`config.mk`:
```
export PLATFORM = sky130hd
export DESIGN_NAME = cws_top
export DESIGN_NICKNAME = d
export VERILOG_FILES = /design/src/rtl/cws_pkg.sv /design/src/rtl/cws_option_loader.sv /design/src/rtl/cws_timeout_counter.sv /design/src/rtl/cws_top.sv
export VERILOG_INCLUDE_DIRS = /design/src /design/src/rtl
export SDC_FILE = /design/constraint.sdc
export NUM_CORES = 1
export LEC_CHECK = 0
export BUFFER_PORTS_ARGS = -buffer_cell sky130_fd_sc_hd__clkbuf_2
export CAP_MARGIN = 20
export CELL_PAD_IN_SITES_DETAIL_PLACEMENT = 1
export CELL_PAD_IN_SITES_GLOBAL_PLACEMENT = 1
export CORE_ASPECT_RATIO = 0.7
export CORE_UTILIZATION = 43
export CTS_CLUSTER_DIAMETER = 30
export DETAILED_ROUTE_END_ITERATION = 10
export GPL_ROUTABILITY_DRIVEN = 1
export PLACE_DENSITY = 0.86
export SYNTH_ARGS = -nofsm -noshare
export SYNTH_HDL_FRONTEND = slang
export SYNTH_SLANG_ARGS = --single-unit
```
`constraint.sdc`:
```
create_clock -name clk_i -period 8.15 [get_ports clk_i]
set_input_delay 1.63 -clock clk_i [delete_from_list [all_inputs] [get_ports clk_i]]
set_output_delay 1.63 -clock clk_i [all_outputs]
set_load 0.01 [all_outputs]
```
`src/rtl/cws_params.svh`:
```
`ifndef CWS_PARAMS_SVH
`define CWS_PARAMS_SVH

// ----------------------------------------------------------------
// register indexes (byte address is four times the index)
// ----------------------------------------------------------------
`define CWS_IDX_OPTION 6'h3b
`define CWS_IDX_CONTROL 6'h3c
`define CWS_IDX_IRQ_STAT 6'h3d
`define CWS_IDX_IRQ_MASK 6'h3e
`define CWS_IDX_SERVICE 6'h3f

// ----------------------------------------------------------------
// control register fields and option byte window bit
// ----------------------------------------------------------------
`define CWS_CTL_WIN 7
`define CWS_CTL_WMASK 5
`define CWS_CTL_HALTW 4
`define CWS_CTL_RUNS 3
`define CWS_CTL_RATE_HI 2
`define CWS_CTL_RATE_LO 0
`define CWS_OPT_WIN 3

// ----------------------------------------------------------------
// interrupt status bits
// ----------------------------------------------------------------
`define CWS_IRQ_SERVICED 0
`define CWS_IRQ_TIMEOUT 1
`define CWS_IRQ_BADKEY 2
`define CWS_IRQ_EARLY 3

// ----------------------------------------------------------------
// keys, codes, reset values
// ----------------------------------------------------------------
`define CWS_KEY_FIRST 8'h55
`define CWS_KEY_SECOND 8'haa
`define CWS_RATE_OFF 3'h0
`define CWS_RATE_LONGEST 3'h7
`define CWS_NV_ADDR 24'h03ff0e
`define CWS_OPT_RESET 8'hff
`define CWS_RATE_RESET 3'h0

// ----------------------------------------------------------------
// timeout exponents, in reference ticks, per rate code
// ----------------------------------------------------------------
`define CWS_EXP_R1 5'd6
`define CWS_EXP_R2 5'd8
`define CWS_EXP_R3 5'd10
`define CWS_EXP_R4 5'd12
`define CWS_EXP_R5 5'd14
`define CWS_EXP_R6 5'd15
`define CWS_EXP_R7 5'd16

`endif

```
`src/rtl/cws_pkg.sv`:
```
package cws_pkg;

   // ----------------------------------------------------------------
   // option loader
   // ----------------------------------------------------------------
   typedef enum logic [1:0] {
      cws_ld_req,
      cws_ld_wait,
      cws_ld_done
   } cws_ld_state_t;

   typedef struct packed {
      cws_ld_state_t state;
      logic req;
      logic [23:0] addr;
      logic [7:0] opt;
      logic [2:0] rate;
      logic win;
      logic done;
   } cws_ld_t;

   // ----------------------------------------------------------------
   // timeout counter
   // ----------------------------------------------------------------
   typedef struct packed {
      logic [15:0] cnt;
      logic expired;
      logic window;
   } cws_cnt_t;

   // ----------------------------------------------------------------
   // top level
   // ----------------------------------------------------------------
   typedef struct packed {
      logic ack;
      logic [7:0] dat;
      logic [2:0] rate;
      logic win;
      logic runs;
      logic haltw;
      logic once;
      logic cfg;
      logic key55;
      logic [3:0] stat;
      logic [3:0] mask;
      logic rst_pulse;
      logic fired;
      logic irq;
   } cws_top_t;

endpackage : cws_pkg

```
`src/rtl/cws_option_loader.sv`:
```
`timescale 1ns/10ps
`include "cws_params.svh"

module cws_option_loader (
   input wire logic clk_i,
   input wire logic rst_i,
   input wire logic secured_i,
   input wire logic special_mode_i,
   input wire logic wdog_cause_i,
   input wire logic nv_ack_i,
   input wire logic [7:0] nv_data_i,
   output logic nv_req_o,
   output logic [23:0] nv_addr_o,
   output logic [7:0] opt_o,
   output logic [2:0] rate_o,
   output logic win_o,
   output logic done_o
);
   import cws_pkg::*;

   cws_ld_t q;
   cws_ld_t d;

   // ----------------------------------------------------------------
   // fetch the option byte once after reset release
   // ----------------------------------------------------------------
   always_comb begin
      d = q;
      case (q.state)
         cws_ld_req: begin
            d.req = 1'b1;
            d.addr = `CWS_NV_ADDR;
            d.state = cws_ld_wait;
         end
         cws_ld_wait: begin
            if (nv_ack_i) begin
               d.req = 1'b0;
               d.opt = nv_data_i;
               d.rate = ~nv_data_i[2:0];
               d.win = ~nv_data_i[`CWS_OPT_WIN];
               // secured part in special mode starts at the longest rate when the watchdog caused the reset
               if (secured_i && special_mode_i && wdog_cause_i) begin
                  d.rate = `CWS_RATE_LONGEST;
               end
               d.done = 1'b1;
               d.state = cws_ld_done;
            end
         end
         cws_ld_done: begin
            d.req = 1'b0;
         end
         default: begin
            d.state = cws_ld_req;
         end
      endcase
   end

   always_ff @(posedge clk_i) begin
      if (rst_i) begin
         q.state <= cws_ld_req;
         q.req <= 1'b0;
         q.addr <= 24'h000000;
         q.opt <= `CWS_OPT_RESET;
         q.rate <= `CWS_RATE_RESET;
         q.win <= 1'b0;
         q.done <= 1'b0;
      end else begin
         q <= d;
      end
   end

   assign nv_req_o = q.req;
   assign nv_addr_o = q.addr;
   assign opt_o = q.opt;
   assign rate_o = q.rate;
   assign win_o = q.win;
   assign done_o = q.done;

endmodule : cws_option_loader

```
`src/rtl/cws_timeout_counter.sv`:
```
`timescale 1ns/10ps
`include "cws_params.svh"

module cws_timeout_counter #(
   parameter int CNT_W = 16
) (
   input wire logic clk_i,
   input wire logic rst_i,
   input wire logic tick_i,
   input wire logic run_i,
   input wire logic clear_i,
   input wire logic [2:0] rate_i,
   output logic expired_o,
   output logic window_o
);
   import cws_pkg::*;

   cws_cnt_t q;
   cws_cnt_t d;
   logic [4:0] exp_w;
   logic [16:0] period;
   logic [CNT_W-1:0] last;
   logic [CNT_W-1:0] thresh;

   // ----------------------------------------------------------------
   // rate decode
   // ----------------------------------------------------------------
   always_comb begin
      case (rate_i)
         3'h1: exp_w = `CWS_EXP_R1;
         3'h2: exp_w = `CWS_EXP_R2;
         3'h3: exp_w = `CWS_EXP_R3;
         3'h4: exp_w = `CWS_EXP_R4;
         3'h5: exp_w = `CWS_EXP_R5;
         3'h6: exp_w = `CWS_EXP_R6;
         3'h7: exp_w = `CWS_EXP_R7;
         default: exp_w = `CWS_EXP_R7;
      endcase
      period = 17'h00001 << exp_w;
      last = CNT_W'(period - 17'h00001);
      // window opens after three quarters of the period
      thresh = CNT_W'(period - (period >> 2));
   end

   // ----------------------------------------------------------------
   // counting on reference ticks
   // ----------------------------------------------------------------
   always_comb begin
      d = q;
      d.expired = 1'b0;
      if (clear_i) begin
         d.cnt = '0;
      end else if (run_i && tick_i) begin
         if (q.cnt == last) begin
            d.expired = 1'b1;
            d.cnt = '0;
         end else begin
            d.cnt = q.cnt + 16'h0001;
         end
      end
      d.window = (d.cnt >= thresh);
   end

   always_ff @(posedge clk_i) begin
      if (rst_i) begin
         q <= '0;
      end else begin
         q <= d;
      end
   end

   assign expired_o = q.expired;
   assign window_o = q.window;

endmodule : cws_timeout_counter

```
`src/rtl/cws_top.sv`:
```
// Functional notes
// - rate zero: service writes ignored
// - wrong service value resets at once
// - timeout without sequence causes reset
// - normal mode tolerates repeated single keys
// - window mode: early write resets
// - window: 55 repeats, aa restarts
// - counter on reference clock, seven rates
// - run_in_stop keeps counter running
// - halt_in_wait clear keeps counter running
// - secured special start after watchdog cause forces longest rate
// - rate and window loaded after reset
// - initial rate is inverted stored code
// - initial window is inverted stored bit
// - option byte fetched from fixed address
// - rate codes map to power-of-two periods
// - nonzero unmasked rate write restarts period; outside special mode only if it is the first unmasked control write
`timescale 1ns/10ps
`include "cws_params.svh"

module cws_top (
   input wire logic clk_i,
   input wire logic rst_i,
   // ----------------------------------------------------------------
   // register bus
   // ----------------------------------------------------------------
   input wire logic cyc_i,
   input wire logic stb_i,
   input wire logic we_i,
   input wire logic [7:0] adr_i,
   input wire logic [3:0] sel_i,
   input wire logic [31:0] dat_i,
   output logic [31:0] dat_o,
   output logic ack_o,
   // ----------------------------------------------------------------
   // timing and operating modes
   // ----------------------------------------------------------------
   input wire logic ref_tick_i,
   input wire logic stop_mode_i,
   input wire logic wait_mode_i,
   input wire logic special_mode_i,
   input wire logic secured_i,
   input wire logic wdog_cause_i,
   // ----------------------------------------------------------------
   // option byte link
   // ----------------------------------------------------------------
   output logic nv_req_o,
   output logic [23:0] nv_addr_o,
   input wire logic nv_ack_i,
   input wire logic [7:0] nv_data_i,
   // ----------------------------------------------------------------
   // reset request and interrupt
   // ----------------------------------------------------------------
   output logic wdog_rst_o,
   output logic irq_o
);
   import cws_pkg::*;

   // ----------------------------------------------------------------
   // state
   // ----------------------------------------------------------------
   cws_top_t q;
   cws_top_t d;

   // ----------------------------------------------------------------
   // loader and counter links
   // ----------------------------------------------------------------
   logic [7:0] ld_opt;
   logic [2:0] ld_rate;
   logic ld_win;
   logic ld_done;
   logic expired;
   logic window_open;
   logic cnt_run;
   logic cnt_clear;
   logic restart;

   // ----------------------------------------------------------------
   // bus decode
   // ----------------------------------------------------------------
   logic [5:0] idx;
   logic req;
   logic wr;
   logic [7:0] wdat;
   logic [7:0] rdat;
   logic [3:0] ev;
   logic [3:0] w1c;
   logic enabled;
   logic halted_wait;
   logic stop_frozen;

   // ----------------------------------------------------------------
   // write strobes and key decode
   // ----------------------------------------------------------------
   logic wr_service;
   logic wr_control;
   logic wr_stat;
   logic wr_mask;
   logic ctl_unmasked;
   logic ctl_open;
   logic [2:0] ctl_rate;
   logic ctl_rate_on;
   logic svc_live;
   logic key_first;
   logic key_second;
   logic early;
   logic boot_load;
   logic timeout_hit;

   // ----------------------------------------------------------------
   // option byte loader
   // ----------------------------------------------------------------
   cws_option_loader u_loader (
      .clk_i(clk_i),
      .rst_i(rst_i),
      .secured_i(secured_i),
      .special_mode_i(special_mode_i),
      .wdog_cause_i(wdog_cause_i),
      .nv_ack_i(nv_ack_i),
      .nv_data_i(nv_data_i),
      .nv_req_o(nv_req_o),
      .nv_addr_o(nv_addr_o),
      .opt_o(ld_opt),
      .rate_o(ld_rate),
      .win_o(ld_win),
      .done_o(ld_done)
   );

   // ----------------------------------------------------------------
   // timeout counter
   // ----------------------------------------------------------------
   cws_timeout_counter #(
      .CNT_W(16)
   ) u_counter (
      .clk_i(clk_i),
      .rst_i(rst_i),
      .tick_i(ref_tick_i),
      .run_i(cnt_run),
      .clear_i(cnt_clear),
      .rate_i(q.rate),
      .expired_o(expired),
      .window_o(window_open)
   );

   // ----------------------------------------------------------------
   // bus decode
   // ----------------------------------------------------------------
   always_comb begin
      idx = adr_i[7:2];
      req = cyc_i && stb_i && !q.ack;
      // a write lands on the edge where the master samples ack
      wr = cyc_i && stb_i && we_i && q.ack && sel_i[0];
      wdat = dat_i[7:0];
      enabled = (q.rate != `CWS_RATE_OFF);
      // wait with halt set initialises, stop without run only freezes
      halted_wait = wait_mode_i && q.haltw;
   end

   // ----------------------------------------------------------------
   // write strobes per register
   // ----------------------------------------------------------------
   always_comb begin
      wr_service = wr && (idx == `CWS_IDX_SERVICE);
      wr_control = wr && (idx == `CWS_IDX_CONTROL);
      wr_stat = wr && (idx == `CWS_IDX_IRQ_STAT);
      wr_mask = wr && (idx == `CWS_IDX_IRQ_MASK);
      // a masked control write neither applies nor uses up the single write
      ctl_unmasked = wr_control && !wdat[`CWS_CTL_WMASK];
      // outside special mode only the first unmasked control write counts
      ctl_open = special_mode_i || !q.once;
      ctl_rate = wdat[`CWS_CTL_RATE_HI:`CWS_CTL_RATE_LO];
      ctl_rate_on = (ctl_rate != `CWS_RATE_OFF);
   end

   // ----------------------------------------------------------------
   // service key classification
   // ----------------------------------------------------------------
   always_comb begin
      // keys count only while enabled and before the request has fired
      svc_live = wr_service && enabled && !q.fired;
      key_first = (wdat == `CWS_KEY_FIRST);
      key_second = (wdat == `CWS_KEY_SECOND);
      // in window mode a key before three quarters of the period is early
      early = q.win && !window_open;
   end

   // ----------------------------------------------------------------
   // loader hand-over and expiry
   // ----------------------------------------------------------------
   always_comb begin
      // the option byte is applied once per reset
      boot_load = ld_done && !q.cfg;
      // expiry after the request fired is ignored, so only one pulse leaves
      timeout_hit = enabled && expired && !q.fired;
   end

   // ----------------------------------------------------------------
   // read mux
   // ----------------------------------------------------------------
   always_comb begin
      case (idx)
         `CWS_IDX_OPTION: rdat = ld_opt;
         `CWS_IDX_CONTROL: rdat = {q.win, 2'b00, q.haltw, q.runs, q.rate};
         `CWS_IDX_IRQ_STAT: rdat = {4'h0, q.stat};
         `CWS_IDX_IRQ_MASK: rdat = {4'h0, q.mask};
         `CWS_IDX_SERVICE: rdat = 8'h00;
         default: rdat = 8'h00;
      endcase
   end

   // ----------------------------------------------------------------
   // service keys, control writes, events
   // ----------------------------------------------------------------
   always_comb begin
      d = q;
      ev = 4'h0;
      w1c = 4'h0;
      restart = 1'b0;
      d.ack = req;
      if (req) begin
         d.dat = rdat;
      end

      // configuration taken once the option byte has arrived
      if (boot_load) begin
         d.cfg = 1'b1;
         d.rate = ld_rate;
         d.win = ld_win;
         restart = 1'b1;
      end

      // service register
      if (svc_live) begin
         if (early) begin
            ev[`CWS_IRQ_EARLY] = 1'b1;
         end else if (key_first) begin
            d.key55 = 1'b1;
         end else if (key_second) begin
            // a lone second key is tolerated but restarts nothing
            if (q.key55) begin
               restart = 1'b1;
            end
         end else begin
            ev[`CWS_IRQ_BADKEY] = 1'b1;
         end
      end

      // control register, write once outside special mode
      if (ctl_unmasked) begin
         if (ctl_open) begin
            d.once = 1'b1;
            d.runs = wdat[`CWS_CTL_RUNS];
            d.haltw = wdat[`CWS_CTL_HALTW];
            if (special_mode_i) begin
               d.win = wdat[`CWS_CTL_WIN];
            end else if (wdat[`CWS_CTL_WIN]) begin
               d.win = 1'b1;
            end
            if (ctl_rate_on) begin
               d.rate = ctl_rate;
               restart = 1'b1;
            end
         end
      end

      // interrupt mask and clear
      if (wr_mask) begin
         d.mask = wdat[3:0];
      end
      if (wr_stat) begin
         w1c = wdat[3:0];
      end

      if (timeout_hit) begin
         ev[`CWS_IRQ_TIMEOUT] = 1'b1;
      end
      if (restart) begin
         d.key55 = 1'b0;
         ev[`CWS_IRQ_SERVICED] = enabled;
      end

      // one request pulse; the block stays quiet until the system resets it
      d.rst_pulse = 1'b0;
      if (|ev[`CWS_IRQ_EARLY:`CWS_IRQ_TIMEOUT] && !q.fired) begin
         d.rst_pulse = 1'b1;
         d.fired = 1'b1;
      end

      // set wins over a same-cycle clear
      d.stat = (q.stat & ~w1c) | ev;
      d.irq = |(d.stat & d.mask);
   end

   // ----------------------------------------------------------------
   // counter steering
   // ----------------------------------------------------------------
   always_comb begin
      // a frozen counter keeps its count, a cleared one starts over
      stop_frozen = stop_mode_i && !q.runs;
      cnt_run = enabled && !q.fired && !halted_wait;
      if (stop_frozen) begin
         cnt_run = 1'b0;
      end
      cnt_clear = restart || halted_wait || !enabled;
   end

   // ----------------------------------------------------------------
   // state register
   // ----------------------------------------------------------------
   always_ff @(posedge clk_i) begin
      if (rst_i) begin
         q.ack <= 1'b0;
         q.dat <= 8'h00;
         q.rate <= `CWS_RATE_RESET;
         q.win <= 1'b0;
         q.runs <= 1'b0;
         q.haltw <= 1'b0;
         q.once <= 1'b0;
         q.cfg <= 1'b0;
         q.key55 <= 1'b0;
         q.stat <= 4'h0;
         q.mask <= 4'h0;
         q.rst_pulse <= 1'b0;
         q.fired <= 1'b0;
         q.irq <= 1'b0;
      end else begin
         q <= d;
      end
   end

   // ----------------------------------------------------------------
   // outputs, all straight from registers
   // ----------------------------------------------------------------
   assign ack_o = q.ack;
   assign dat_o = {24'h000000, q.dat};
   assign wdog_rst_o = q.rst_pulse;
   assign irq_o = q.irq;

endmodule : cws_top

```
======== Word level (Yosys, flattened, before mapping) ========
Cells that the tools add are included.
cells by class
  add/sub/neg operators ................... 3
  multipliers ............................. 0
  div/mod/pow operators ................... 0
  $lt $le $gt $ge ......................... 1
  equality and inequality tests ........... 17
  shift operators ......................... 1
  muxes and demuxes ....................... 36
  bitwise logic cells ..................... 9
  reduce and logical (&&, ||, !) cells .... 49
operator list
  operator               count
  $mux 16                2
  $pmux 8 s4             1
  $eq 6x6->1 const B     5
  $pmux 5 s6             1
  $logic_and 1x1->1      24
  $mux 1                 19
  $mux 17                1
  $shl 1x5->17 const A   1
  $add 16x1->16 const B  1
  $eq 16x16->1           1
  $ge 16x16->1           1
  $sub 16x1->16 const B  1
  $sub 16x15->16         1
  $mux 7                 2
  $mux 4                 3
  $eq 3x3->1 const B     3
  $logic_not 1->1        9
  $mux 3                 3
  $reduce_bool 3->1      3
  $and 4x4->4            2
  $eq 8x7->1 const B     1
  $eq 8x8->1 const B     1
  $reduce_and 2->1       4
  $eq 3x2->1 const B     2
  17 further kinds       24
storage, ports and cells
  bits in registers ....................... 64
  latch bits .............................. 0
  RAM bits ................................ 0
  bits in read-only memories .............. 0
  memories ................................ 0

======== Depth between registers and ports, before layout ========
Gate-level depths: netlist (run 1).
  depth after elaboration ................. 15
  depth in mapped cells ................... 18
  gate-level depth less buffers ........... 16

======== Hierarchy ========
From an unflattened synthesis (run 1), not the netlist that was laid out.
unflattened totals
  cells, all modules ...................... 605
  area, all modules ....................... 4850.9 µm²
modules (own cells, without submodules)
  module               instances  cells each  area each (µm²)  sequential area each (µm²)
  cws_timeout_counter  1          273         2048.2           360.3
  cws_top              1          221         1828.0           580.6
  cws_option_loader    1          111         974.7            340.3

======== Worst setup path after synthesis (run 1) ========
Ideal clock, no wire load.
  kind .................................... input -> register
  start point ............................. in ref_tick_i
  end point ............................... reg u_counter.q (netlist bit u_counter.window_o)
  data arrival time ....................... 3975 ps
  setup slack ............................. 4084 ps
  stages .................................. 13
  buffers on the path ..................... 1
  cell sequence ........................... a21bo_2 a2111oi_2 o2111ai_1 nor3_1 and4b_4 buf_6 nor3_1 ha_1 a21o_1 a21o_1 a21oi_1 or2_2 a311oi_1
RTL lines
  what                  RTL line                   text
  start, declared       cws_top.sv:38              input wire logic ref_tick_i,
  end signal, assigned  cws_timeout_counter.sv:66  q <= '0;
  end signal, assigned  cws_timeout_counter.sv:68  q <= d;
  end, declared         cws_timeout_counter.sv:18  cws_cnt_t q;

==> results of run 1 <==
==> cell usage after synthesis (5+ instances only) <==
cell type / number
sky130_fd_sc_hd__and3_1: 10
sky130_fd_sc_hd__o21ai_0: 16
sky130_fd_sc_hd__nand2b_1: 9
sky130_fd_sc_hd__ha_1: 38
sky130_fd_sc_hd__inv_1: 20
sky130_fd_sc_hd__xnor2_1: 11
sky130_fd_sc_hd__nand2_1: 46
sky130_fd_sc_hd__buf_2: 10
sky130_fd_sc_hd__clkbuf_1: 12
sky130_fd_sc_hd__nor2_1: 46
sky130_fd_sc_hd__a211oi_1: 8
sky130_fd_sc_hd__a21o_1: 7
sky130_fd_sc_hd__nand3_1: 17
sky130_fd_sc_hd__mux2i_1: 9
sky130_fd_sc_hd__nor3_1: 45
sky130_fd_sc_hd__dfxtp_1: 64
sky130_fd_sc_hd__and4_1: 6
sky130_fd_sc_hd__xor2_1: 21
sky130_fd_sc_hd__nor3b_1: 5
sky130_fd_sc_hd__a21oi_1: 35
sky130_fd_sc_hd__buf_4: 57
sky130_fd_sc_hd__nand3b_1: 5
sky130_fd_sc_hd__a22oi_1: 7
sky130_fd_sc_hd__nand4_1: 13
sky130_fd_sc_hd__nor2b_1: 9
==> routing by layer <==
layer | vias to the layer above | wire length, um | global-route usage
met2 | 160 | 6410 | 0.401
li1 | 2115 | - | -
met1 | 2234 | 6600 | 0.339
met4 | 0 | 201 | 0.0686
met3 | 22 | 969 | 0.0619
met5 | - | 0 | 0
==> critical path: stages <==
cell and delay, ps:
sky130_fd_sc_hd__clkbuf_2 100, sky130_fd_sc_hd__a21bo_2 220, sky130_fd_sc_hd__a2111oi_2 270, sky130_fd_sc_hd__buf_4 260, sky130_fd_sc_hd__o2111ai_1 200, sky130_fd_sc_hd__nor3_1 190
sky130_fd_sc_hd__and4b_4 510, sky130_fd_sc_hd__nor3_1 130, sky130_fd_sc_hd__ha_1 360, sky130_fd_sc_hd__a21o_1 110, sky130_fd_sc_hd__a21o_1 100, sky130_fd_sc_hd__a21oi_1 50
sky130_fd_sc_hd__or2_2 270, sky130_fd_sc_hd__a311oi_1 300
==> cell type report <==
| cell class | count | share of cell area |
|---|---|---|
| flip-flops and latches | 64 | 0.242 |
| well taps | 153 | 0.0361 |
| inverters | 20 | 0.0142 |
| multi-input cells | 487 | 0.595 |
| clock buffers | 10 | 0.0432 |
| clock inverters | 6 | 0.0113 |
| repair buffers | 61 | 0.0586 |
==> power by group through the flow <==
stage               logic (W)  clock network [W]  registers, W
finish               0.000252           0.000381      0.000370
global route         0.000277           0.000401      0.000373
CTS                  0.000246           0.000384      0.000369
detailed placement   0.000241                  0      0.000375
global placement     0.000224                  0      0.000372
floorplan            0.000207                  0      0.000366
==> through the flow <==
step	instances	setup WS (ps)	area (um^2)	utilization	hold WS [ps]
after global placement	785	3480	5010	0.455	442
after detailed placement	785	3330	5010	0.455	454
after floorplan	654	4080	5070	-	422
final	801	3640	5300	0.481	470
after global routing	801	3430	5300	0.481	475
after CTS	801	3690	5300	0.481	466
==> sequential cells by signal, indices dropped and copies added, names as in the netlist, 2 cells and up <==
signal and cells:
u_counter.q 16, q 18, u_loader.q 2, u_loader.opt_o 8, dat_o 8, u_loader.rate_o 3
==> worst max path at each step <==
stage                                     to  slack, ps        start  cells after the start
final                     u_counter.window_o       3640  wait_mode_i                     14
after global routing      u_counter.window_o       3430  wait_mode_i                     13
after CTS                 u_counter.window_o       3690  wait_mode_i                     14
after detailed placement  u_counter.window_o       3330  wait_mode_i                     14
after global placement    u_counter.window_o       3480  wait_mode_i                     14
after floorplan           u_counter.window_o       4080   ref_tick_i                     13
==> logic make-up (layout without fill, tap and decap cells) <==
logic type      after synthesis  in the layout  synth area share
flops                        64             64             0.263
compound gates              109            109             0.153
other cells                   2             56           0.00154
xor+xnor                     32             32            0.0576
buf+inv                     103             97             0.131
mux                          13             13            0.0278
fa+ha+maj                    39             39             0.102
simple gates                238            238             0.265
==> impl_table.tex, run 1 <==
\begin{tabular}{lr}
\hline
Metric & Value \\
\hline
\multicolumn{2}{l}{\textbf{Outcome}} \\
Run status & finished clean \\
\multicolumn{2}{l}{\textbf{Critical path}} \\
Endpoint type of the worst setup path & flop \\
Type of the worst setup path & input port to flop \\
Highest fanout seen on the critical path & 30 \\
Terminus of the critical flop-to-flop path & u\_counter.window\_o \\
Crit start category & input port \\
Count of cells along the worst register-to-register path & 14 \\
Worst R2R Setup Slack & 3800 ps \\
Startpoint of the worst register-to-register path & q[18] \\
Critical path data arrival time & 4710 ps \\
CP required & 8350 ps \\
\multicolumn{2}{l}{\textbf{Global routing}} \\
Wire length of the first global-routing pass & 23,300 um \\
Antenna violations before repair & 0 \\
Pin count of the biggest net entering global routing & 48 \\
Grt ovf & 0 \\
Gr usage total & 0.253 \\
Number of global-route vias before repair & 4,594 \\
\multicolumn{2}{l}{\textbf{Finish}} \\
Final \#Nets & 746 \\
Diode insertion count for antenna repair & 0 \\
Signed area change from the synthesized netlist to the final layout & 8.90\% \\
Multi-input gate area & 3150 um\^{}2 \\
Layout cell share with drive strength beyond 1 & 0.151 \\
Sequential cell area & 1280 um\^{}2 \\
Most common cell after layout, fill and taps aside & sky130\_fd\_sc\_hd\_\_dfxtp\_1 \\
Most frequent cells in the layout & sky130\_fd\_sc\_hd\_\_dfxtp\_1, sky130\_fd\_sc\_hd\_\_clkbuf\_2, sky130\_fd\_sc\_hd\_\_conb\_1, sky130\_fd\_sc\_hd\_\_nand2\_1, sky130\_fd\_sc\_hd\_\_nor2\_1 \\
FILL cells & 1,373 \\
\multicolumn{2}{l}{\textbf{CTS}} \\
Clock network latency to the later pin of the worst-skew pair & 330 ps \\
Buffer cell driving the clock tree root & sky130\_fd\_sc\_hd\_\_clkbuf\_16 \\
Total of cells resized after clock tree synthesis & 0 \\
CTS Hold Bufs & 0 \\
CTS H-tree lvls & 3 \\
Maximum number of buffers from clock root to sink & 2 \\
Register clock-pin slew on the reported worst setup and hold paths & 60 ps \\
Clock tree from TritonCTS & done \\
CTS Buf Count & 9 \\
Clk sink count & 64 \\
Number of post-CTS setup repair buffers & 0 \\
\multicolumn{2}{l}{\textbf{Logic synthesis}} \\
Post-Synthesis Cells & 600 \\
Primary FF master, synth & sky130\_fd\_sc\_hd\_\_dfxtp\_1 \\
Area of the mapped netlist & 4870 um\^{}2 \\
Synthesized area per cell & 8.11 um\^{}2 \\
Post-synthesis register bit count & 64 \\
Top cell type's share of synthesized area & 0.263 \\
Library cells used by synthesis & 67 \\
Number of warning messages in the yosys log & 0 \\
Cell type contributing the most total cell area after synthesis & sky130\_fd\_sc\_hd\_\_dfxtp\_1 \\
Synth async-reset ratio & 0 \\
Number of synthesized flops with an enable pin & 0 \\
Synth area leaders & sky130\_fd\_sc\_hd\_\_dfxtp\_1, sky130\_fd\_sc\_hd\_\_ha\_1, sky130\_fd\_sc\_hd\_\_buf\_4 \\
Seq/Total Area, Yosys & 0.263 \\
\multicolumn{2}{l}{\textbf{Min path}} \\
Worst hold path stage count & 2 \\
Class of the tightest hold or removal check & flop to flop \\
Min-delay src & dat\_o[5] \\
Hold Path Sink & dat\_o[5] \\
\multicolumn{2}{l}{\textbf{Floorplan}} \\
Cell row count & 32 \\
DIE HEIGHT & 91 um \\
Ports & 124 \\
Die boundary width & 129 um \\
Effective utilization at floorplan & 0.442 \\
Floorplan die area & 11,800 um\^{}2 \\
CORE AREA & 11,000 um\^{}2 \\
\multicolumn{2}{l}{\textbf{Timing}} \\
Actual transition at the worst max-transition pin & 981 ps \\
Final Hold Viols & 0 \\
Fin Clk Skew & 3.75 ps \\
Unrepaired setup endpoints after global routing & no \\
Achievable frequency & 222 MHz \\
Worst max-slew margin expressed relative to the limit & 0.346 \\
Fin. max-slew vios & 0 \\
Final setup violation count & 0 \\
Final period util & 0.553 \\
Setup TNS & 0 ps \\
Fin crit period & 4510 ps \\
\multicolumn{2}{l}{\textbf{Pwr}} \\
NetSw & 0.000330 W \\
Combinational group share of total power & 0.251 \\
Cell area power density & 189 nW/um\^{}2 \\
Worst voltage drop across the vdd grid & 0.000126 V \\
Total chip power & 0.00100 W \\
Standby leakage power & 2.21 nW \\
Power Internal & 0.000672 W \\
Reg power frac & 0.369 \\
Clk network pwr share & 0.380 \\
Fraction of power spent switching nets & 0.330 \\
\multicolumn{2}{l}{\textbf{Placed design}} \\
Number of buffer cells added on primary ports & 59 \\
Final estimated routing congestion in global placement & 0.892 \\
Half-perimeter wire length after detailed placement & 10,800 um \\
\multicolumn{2}{l}{\textbf{Detailed routing}} \\
First DRT Iteration DRCs & 280 \\
DRC Markers & 0 \\
Total number of vias & 4,531 \\
Count of nets left with antenna violations after detail routing & 0 \\
Detail-routed via count per cell & 5.66 \\
Wirelength per Cell & 17.7 um \\
Routed wire length & 14,200 um \\
Number of iterations in the first detailed-routing pass & 7 \\
\multicolumn{2}{l}{\textbf{Run}} \\
Reported max-cap violation count & 0 \\
\hline
\end{tabular}
No activity file was read; power rests on OpenSTA's default activity.
==> run 2: changes to the inputs <==
--- a/config.mk
+++ b/config.mk
@@ -11,11 +11,11 @@
 export CELL_PAD_IN_SITES_DETAIL_PLACEMENT = 1
 export CELL_PAD_IN_SITES_GLOBAL_PLACEMENT = 1
 export CORE_ASPECT_RATIO = 0.7
-export CORE_UTILIZATION = 43
+export CORE_UTILIZATION = 39
 export CTS_CLUSTER_DIAMETER = 30
 export DETAILED_ROUTE_END_ITERATION = 10
 export GPL_ROUTABILITY_DRIVEN = 1
-export PLACE_DENSITY = 0.86
+export PLACE_DENSITY = 0.79
 export SYNTH_ARGS = -nofsm -noshare
 export SYNTH_HDL_FRONTEND = slang
 export SYNTH_SLANG_ARGS = --single-unit
==> constraint.sdc (replaced) <==
create_clock -name clk_i -period 4.7 [get_ports clk_i]
set_input_delay 0.94 -clock clk_i [delete_from_list [all_inputs] [get_ports clk_i]]
set_output_delay 0.94 -clock clk_i [all_outputs]
set_load 0.01 [all_outputs]
==> impl_table.tex, run 2 (synthesis results as in run 1) <==
\begin{tabular}{lr}
\hline
Metric & Value \\
\hline
\multicolumn{2}{l}{\textbf{Finish}} \\
Number of flip-flops under the largest register name & 18 (unchanged) \\
Final design instance area without fill & 5310 um\^{}2 (+0.21\%) \\
Cell Count, Final, Fillers Out & 809 (+1.0\%) \\
FILL cells & 1,476 (+7.5\%) \\
Layout cell share with drive strength beyond 1 & 0.156 (+0.00521) \\
Most common cell after layout, fill and taps aside & sky130\_fd\_sc\_hd\_\_dfxtp\_1 \\
Largest registers in the final layout & q x18, u\_counter.q x16 \\
Top reg by flops & q \\
Diode insertion count for antenna repair & 0 (unchanged) \\
Most frequent cells in the layout & sky130\_fd\_sc\_hd\_\_dfxtp\_1, sky130\_fd\_sc\_hd\_\_clkbuf\_2, sky130\_fd\_sc\_hd\_\_conb\_1, sky130\_fd\_sc\_hd\_\_nand2\_1, sky130\_fd\_sc\_hd\_\_nor2\_1 \\
Signed area change from the synthesized netlist to the final layout & 9.13\% \\
Final \#Nets & 750 (+0.54\%) \\
Fin util & 0.445 (-0.0362) \\
\multicolumn{2}{l}{\textbf{Floorplan}} \\
Floorplan die area & 12,900 um\^{}2 (+10\%) \\
Cell row count & 33 (+3.1\%) \\
DIE HEIGHT & 95.5 um (+4.9\%) \\
CORE AREA & 11,900 um\^{}2 (+8.4\%) \\
Ports & 124 (unchanged) \\
Die boundary width & 136 um (+4.9\%) \\
Effective utilization at floorplan & 0.408 (-0.0342) \\
\multicolumn{2}{l}{\textbf{Pwr}} \\
NetSw & 0.000567 W (+72\%) \\
Combinational group share of total power & 0.258 (+0.007) \\
Standby leakage power & 2.22 nW (+0.65\%) \\
Reg power frac & 0.380 (+0.011) \\
Worst voltage drop across the vdd grid & 0.000197 V (+56\%) \\
Clk network pwr share & 0.361 (-0.019) \\
Cell area power density & 316 nW/um\^{}2 (+67\%) \\
Fraction of power spent switching nets & 0.338 (+0.00815) \\
Power Internal & 0.00111 W (+66\%) \\
\multicolumn{2}{l}{\textbf{Critical path}} \\
Highest fanout seen on the critical path & 30 (unchanged) \\
Endpoint type of the worst setup path & flop \\
Ordered list of cells on the worst path & or3b\_1 > a21oi\_2 > nor3\_1 > nor4\_2 > and4b\_4 > nor3\_1 > ha\_1 > a21o\_1 > a21o\_1 > a21oi\_1 > or2\_2 > a311oi\_1 \\
Startpoint of the worst register-to-register path & q[17] \\
Count of cells along the worst register-to-register path & 12 (-2) \\
Crit start category & flop \\
Critical path data arrival time & 4100 ps (-610 ps) \\
Sum of buffers and inverters on the critical path & 0 (-2) \\
Type of the worst setup path & flop to flop \\
Kind of cell adding the most delay to the critical path & simple AND/OR/NAND/NOR gates \\
CP required & 4940 ps (-3410 ps) \\
Terminus of the critical flop-to-flop path & u\_counter.window\_o \\
Slowest-stage cell, CP & sky130\_fd\_sc\_hd\_\_dfxtp\_1 \\
Worst R2R Setup Slack & 830 ps (-2970 ps) \\
Delay of the slowest critical-path stage & 800 ps (+290 ps) \\
\multicolumn{2}{l}{\textbf{Detailed routing}} \\
Total number of vias & 4,453 (-1.7\%) \\
First DRT Iteration DRCs & 355 (+27\%) \\
Routed wire length & 14,000 um (-1.2\%) \\
Count of nets left with antenna violations after detail routing & 0 (unchanged) \\
Detail-routed via count per cell & 5.50 (-2.7\%) \\
Wirelength per Cell & 17.3 um (-2.2\%) \\
Number of iterations in the first detailed-routing pass & 5 (-2) \\
DRC Markers & 0 (unchanged) \\
\multicolumn{2}{l}{\textbf{CTS}} \\
CTS Buf Count & 9 (unchanged) \\
Maximum number of buffers from clock root to sink & 2 (unchanged) \\
CTS Hold Bufs & 0 (unchanged) \\
Register clock-pin slew on the reported worst setup and hold paths & 60 ps (about the same) \\
Total of cells resized after clock tree synthesis & 0 (unchanged) \\
Number of post-CTS setup repair buffers & 0 (unchanged) \\
Buffer cell driving the clock tree root & sky130\_fd\_sc\_hd\_\_clkbuf\_16 \\
CTS H-tree lvls & 3 (unchanged) \\
Clock tree from TritonCTS & done \\
Clk sink count & 64 (unchanged) \\
Clock network latency to the later pin of the worst-skew pair & 340 ps (about the same) \\
\multicolumn{2}{l}{\textbf{Timing}} \\
Final setup violation count & 0 (unchanged) \\
Worst hold margin & 458 ps (-11.0 ps) \\
Worst max-slew margin expressed relative to the limit & 0.388 (+0.0418) \\
Unrepaired setup endpoints after global routing & no \\
Actual transition at the worst max-transition pin & 919 ps (-62.6 ps) \\
Fin Clk Skew & 8.89 ps (+5.14 ps) \\
Fin crit period & 3870 ps \\
Setup TNS & 0 ps (unchanged) \\
Fin. max-slew vios & 0 (unchanged) \\
Final Hold Viols & 0 (unchanged) \\
Achievable frequency & 259 MHz \\
Final period util & 0.823 \\
\multicolumn{2}{l}{\textbf{Global routing}} \\
Gr usage total & 0.224 (-0.0290) \\
Pin count of the biggest net entering global routing & 48 (unchanged) \\
Antenna violations before repair & 0 (unchanged) \\
Grt ovf & 0 (unchanged) \\
Wire length of the first global-routing pass & 22,300 um (-4.2\%) \\
Number of global-route vias before repair & 4,279 (-6.9\%) \\
\multicolumn{2}{l}{\textbf{Run}} \\
Reported max-cap violation count & 0 (unchanged) \\
\multicolumn{2}{l}{\textbf{Min path}} \\
Hold Path Sink & dat\_o[6] \\
Worst hold path stage count & 2 (unchanged) \\
Min-delay src & dat\_o[6] \\
Class of the tightest hold or removal check & flop to flop \\
\multicolumn{2}{l}{\textbf{Placed design}} \\
Final estimated routing congestion in global placement & 0.827 (-7.4\%) \\
\# placed instances & 793 (+1.0\%) \\
Half-perimeter wire length after detailed placement & 10,900 um (+1.2\%) \\
Placed instance area & 5040 um\^{}2 (+0.70\%) \\
Number of buffer cells added on primary ports & 59 (unchanged) \\
\multicolumn{2}{l}{\textbf{Outcome}} \\
Run status & finished clean \\
\hline
\end{tabular}
## run 2: layout make-up
cell class | instances | area, um^2 | area share
multi-input cells | 487 | 3150 | 0.594
clock buffers | 10 | 229 | 0.0431
clock inverters | 6 | 36.3 | 0.00683
inverters | 20 | 75.1 | 0.0141
well taps | 157 | 196 | 0.0370
repair buffers | 65 | 340 | 0.0641
flip-flops and latches | 64 | 1280 | 0.241
## run 2: routing by layer
layer / share of wire / vias to the layer above / GRT usage
met5: 0 / - / 0
met4: 0.011 / 0 / 0.0609
met3: 0.061 / 16 / 0.0436
met2: 0.43 / 133 / 0.342
met1: 0.50 / 2177 / 0.318
li1: - / 2127 / -
## run 2: worst max-delay path by stage
stage	from	endpoint	slack, ps	cells after the start
floorplan	q[18]	u_counter.window_o	1290	16
global placement	wait_mode_i	u_counter.window_o	800	12
detailed placement	wait_mode_i	u_counter.window_o	820	13
CTS	q[17]	u_counter.window_o	850	12
global route	q[18]	u_counter.window_o	520	14
finish	q[17]	u_counter.window_o	830	12
## run 2: worst min-delay path: stages, from the launching register on
cell and delay [ps]:
sky130_fd_sc_hd__dfxtp_1 310, sky130_fd_sc_hd__nand2_1 50, sky130_fd_sc_hd__a21oi_1 50
## run 2: through the flow
step	total power [W]	setup slack [ps]
5_1_grt	0.00177	524
6_report	0.00168	834
3_5_place_dp	0.00107	822
3_3_place_gp	0.00104	796
2_1_floorplan	0.000993	1290
4_1_cts	0.00168	852
## run 2: power by group through the flow
| stage | Combinational [W] | Clock (W) | Sequential (W) |
|---|---|---|---|
| after floorplan | 0.000359 | 0 | 0.000634 |
| after global placement | 0.000396 | 0 | 0.000644 |
| after detailed placement | 0.000418 | 0 | 0.000648 |
| after CTS | 0.000423 | 0.000622 | 0.000638 |
| after global routing | 0.000484 | 0.000641 | 0.000646 |
| final | 0.000434 | 0.000607 | 0.000638 |
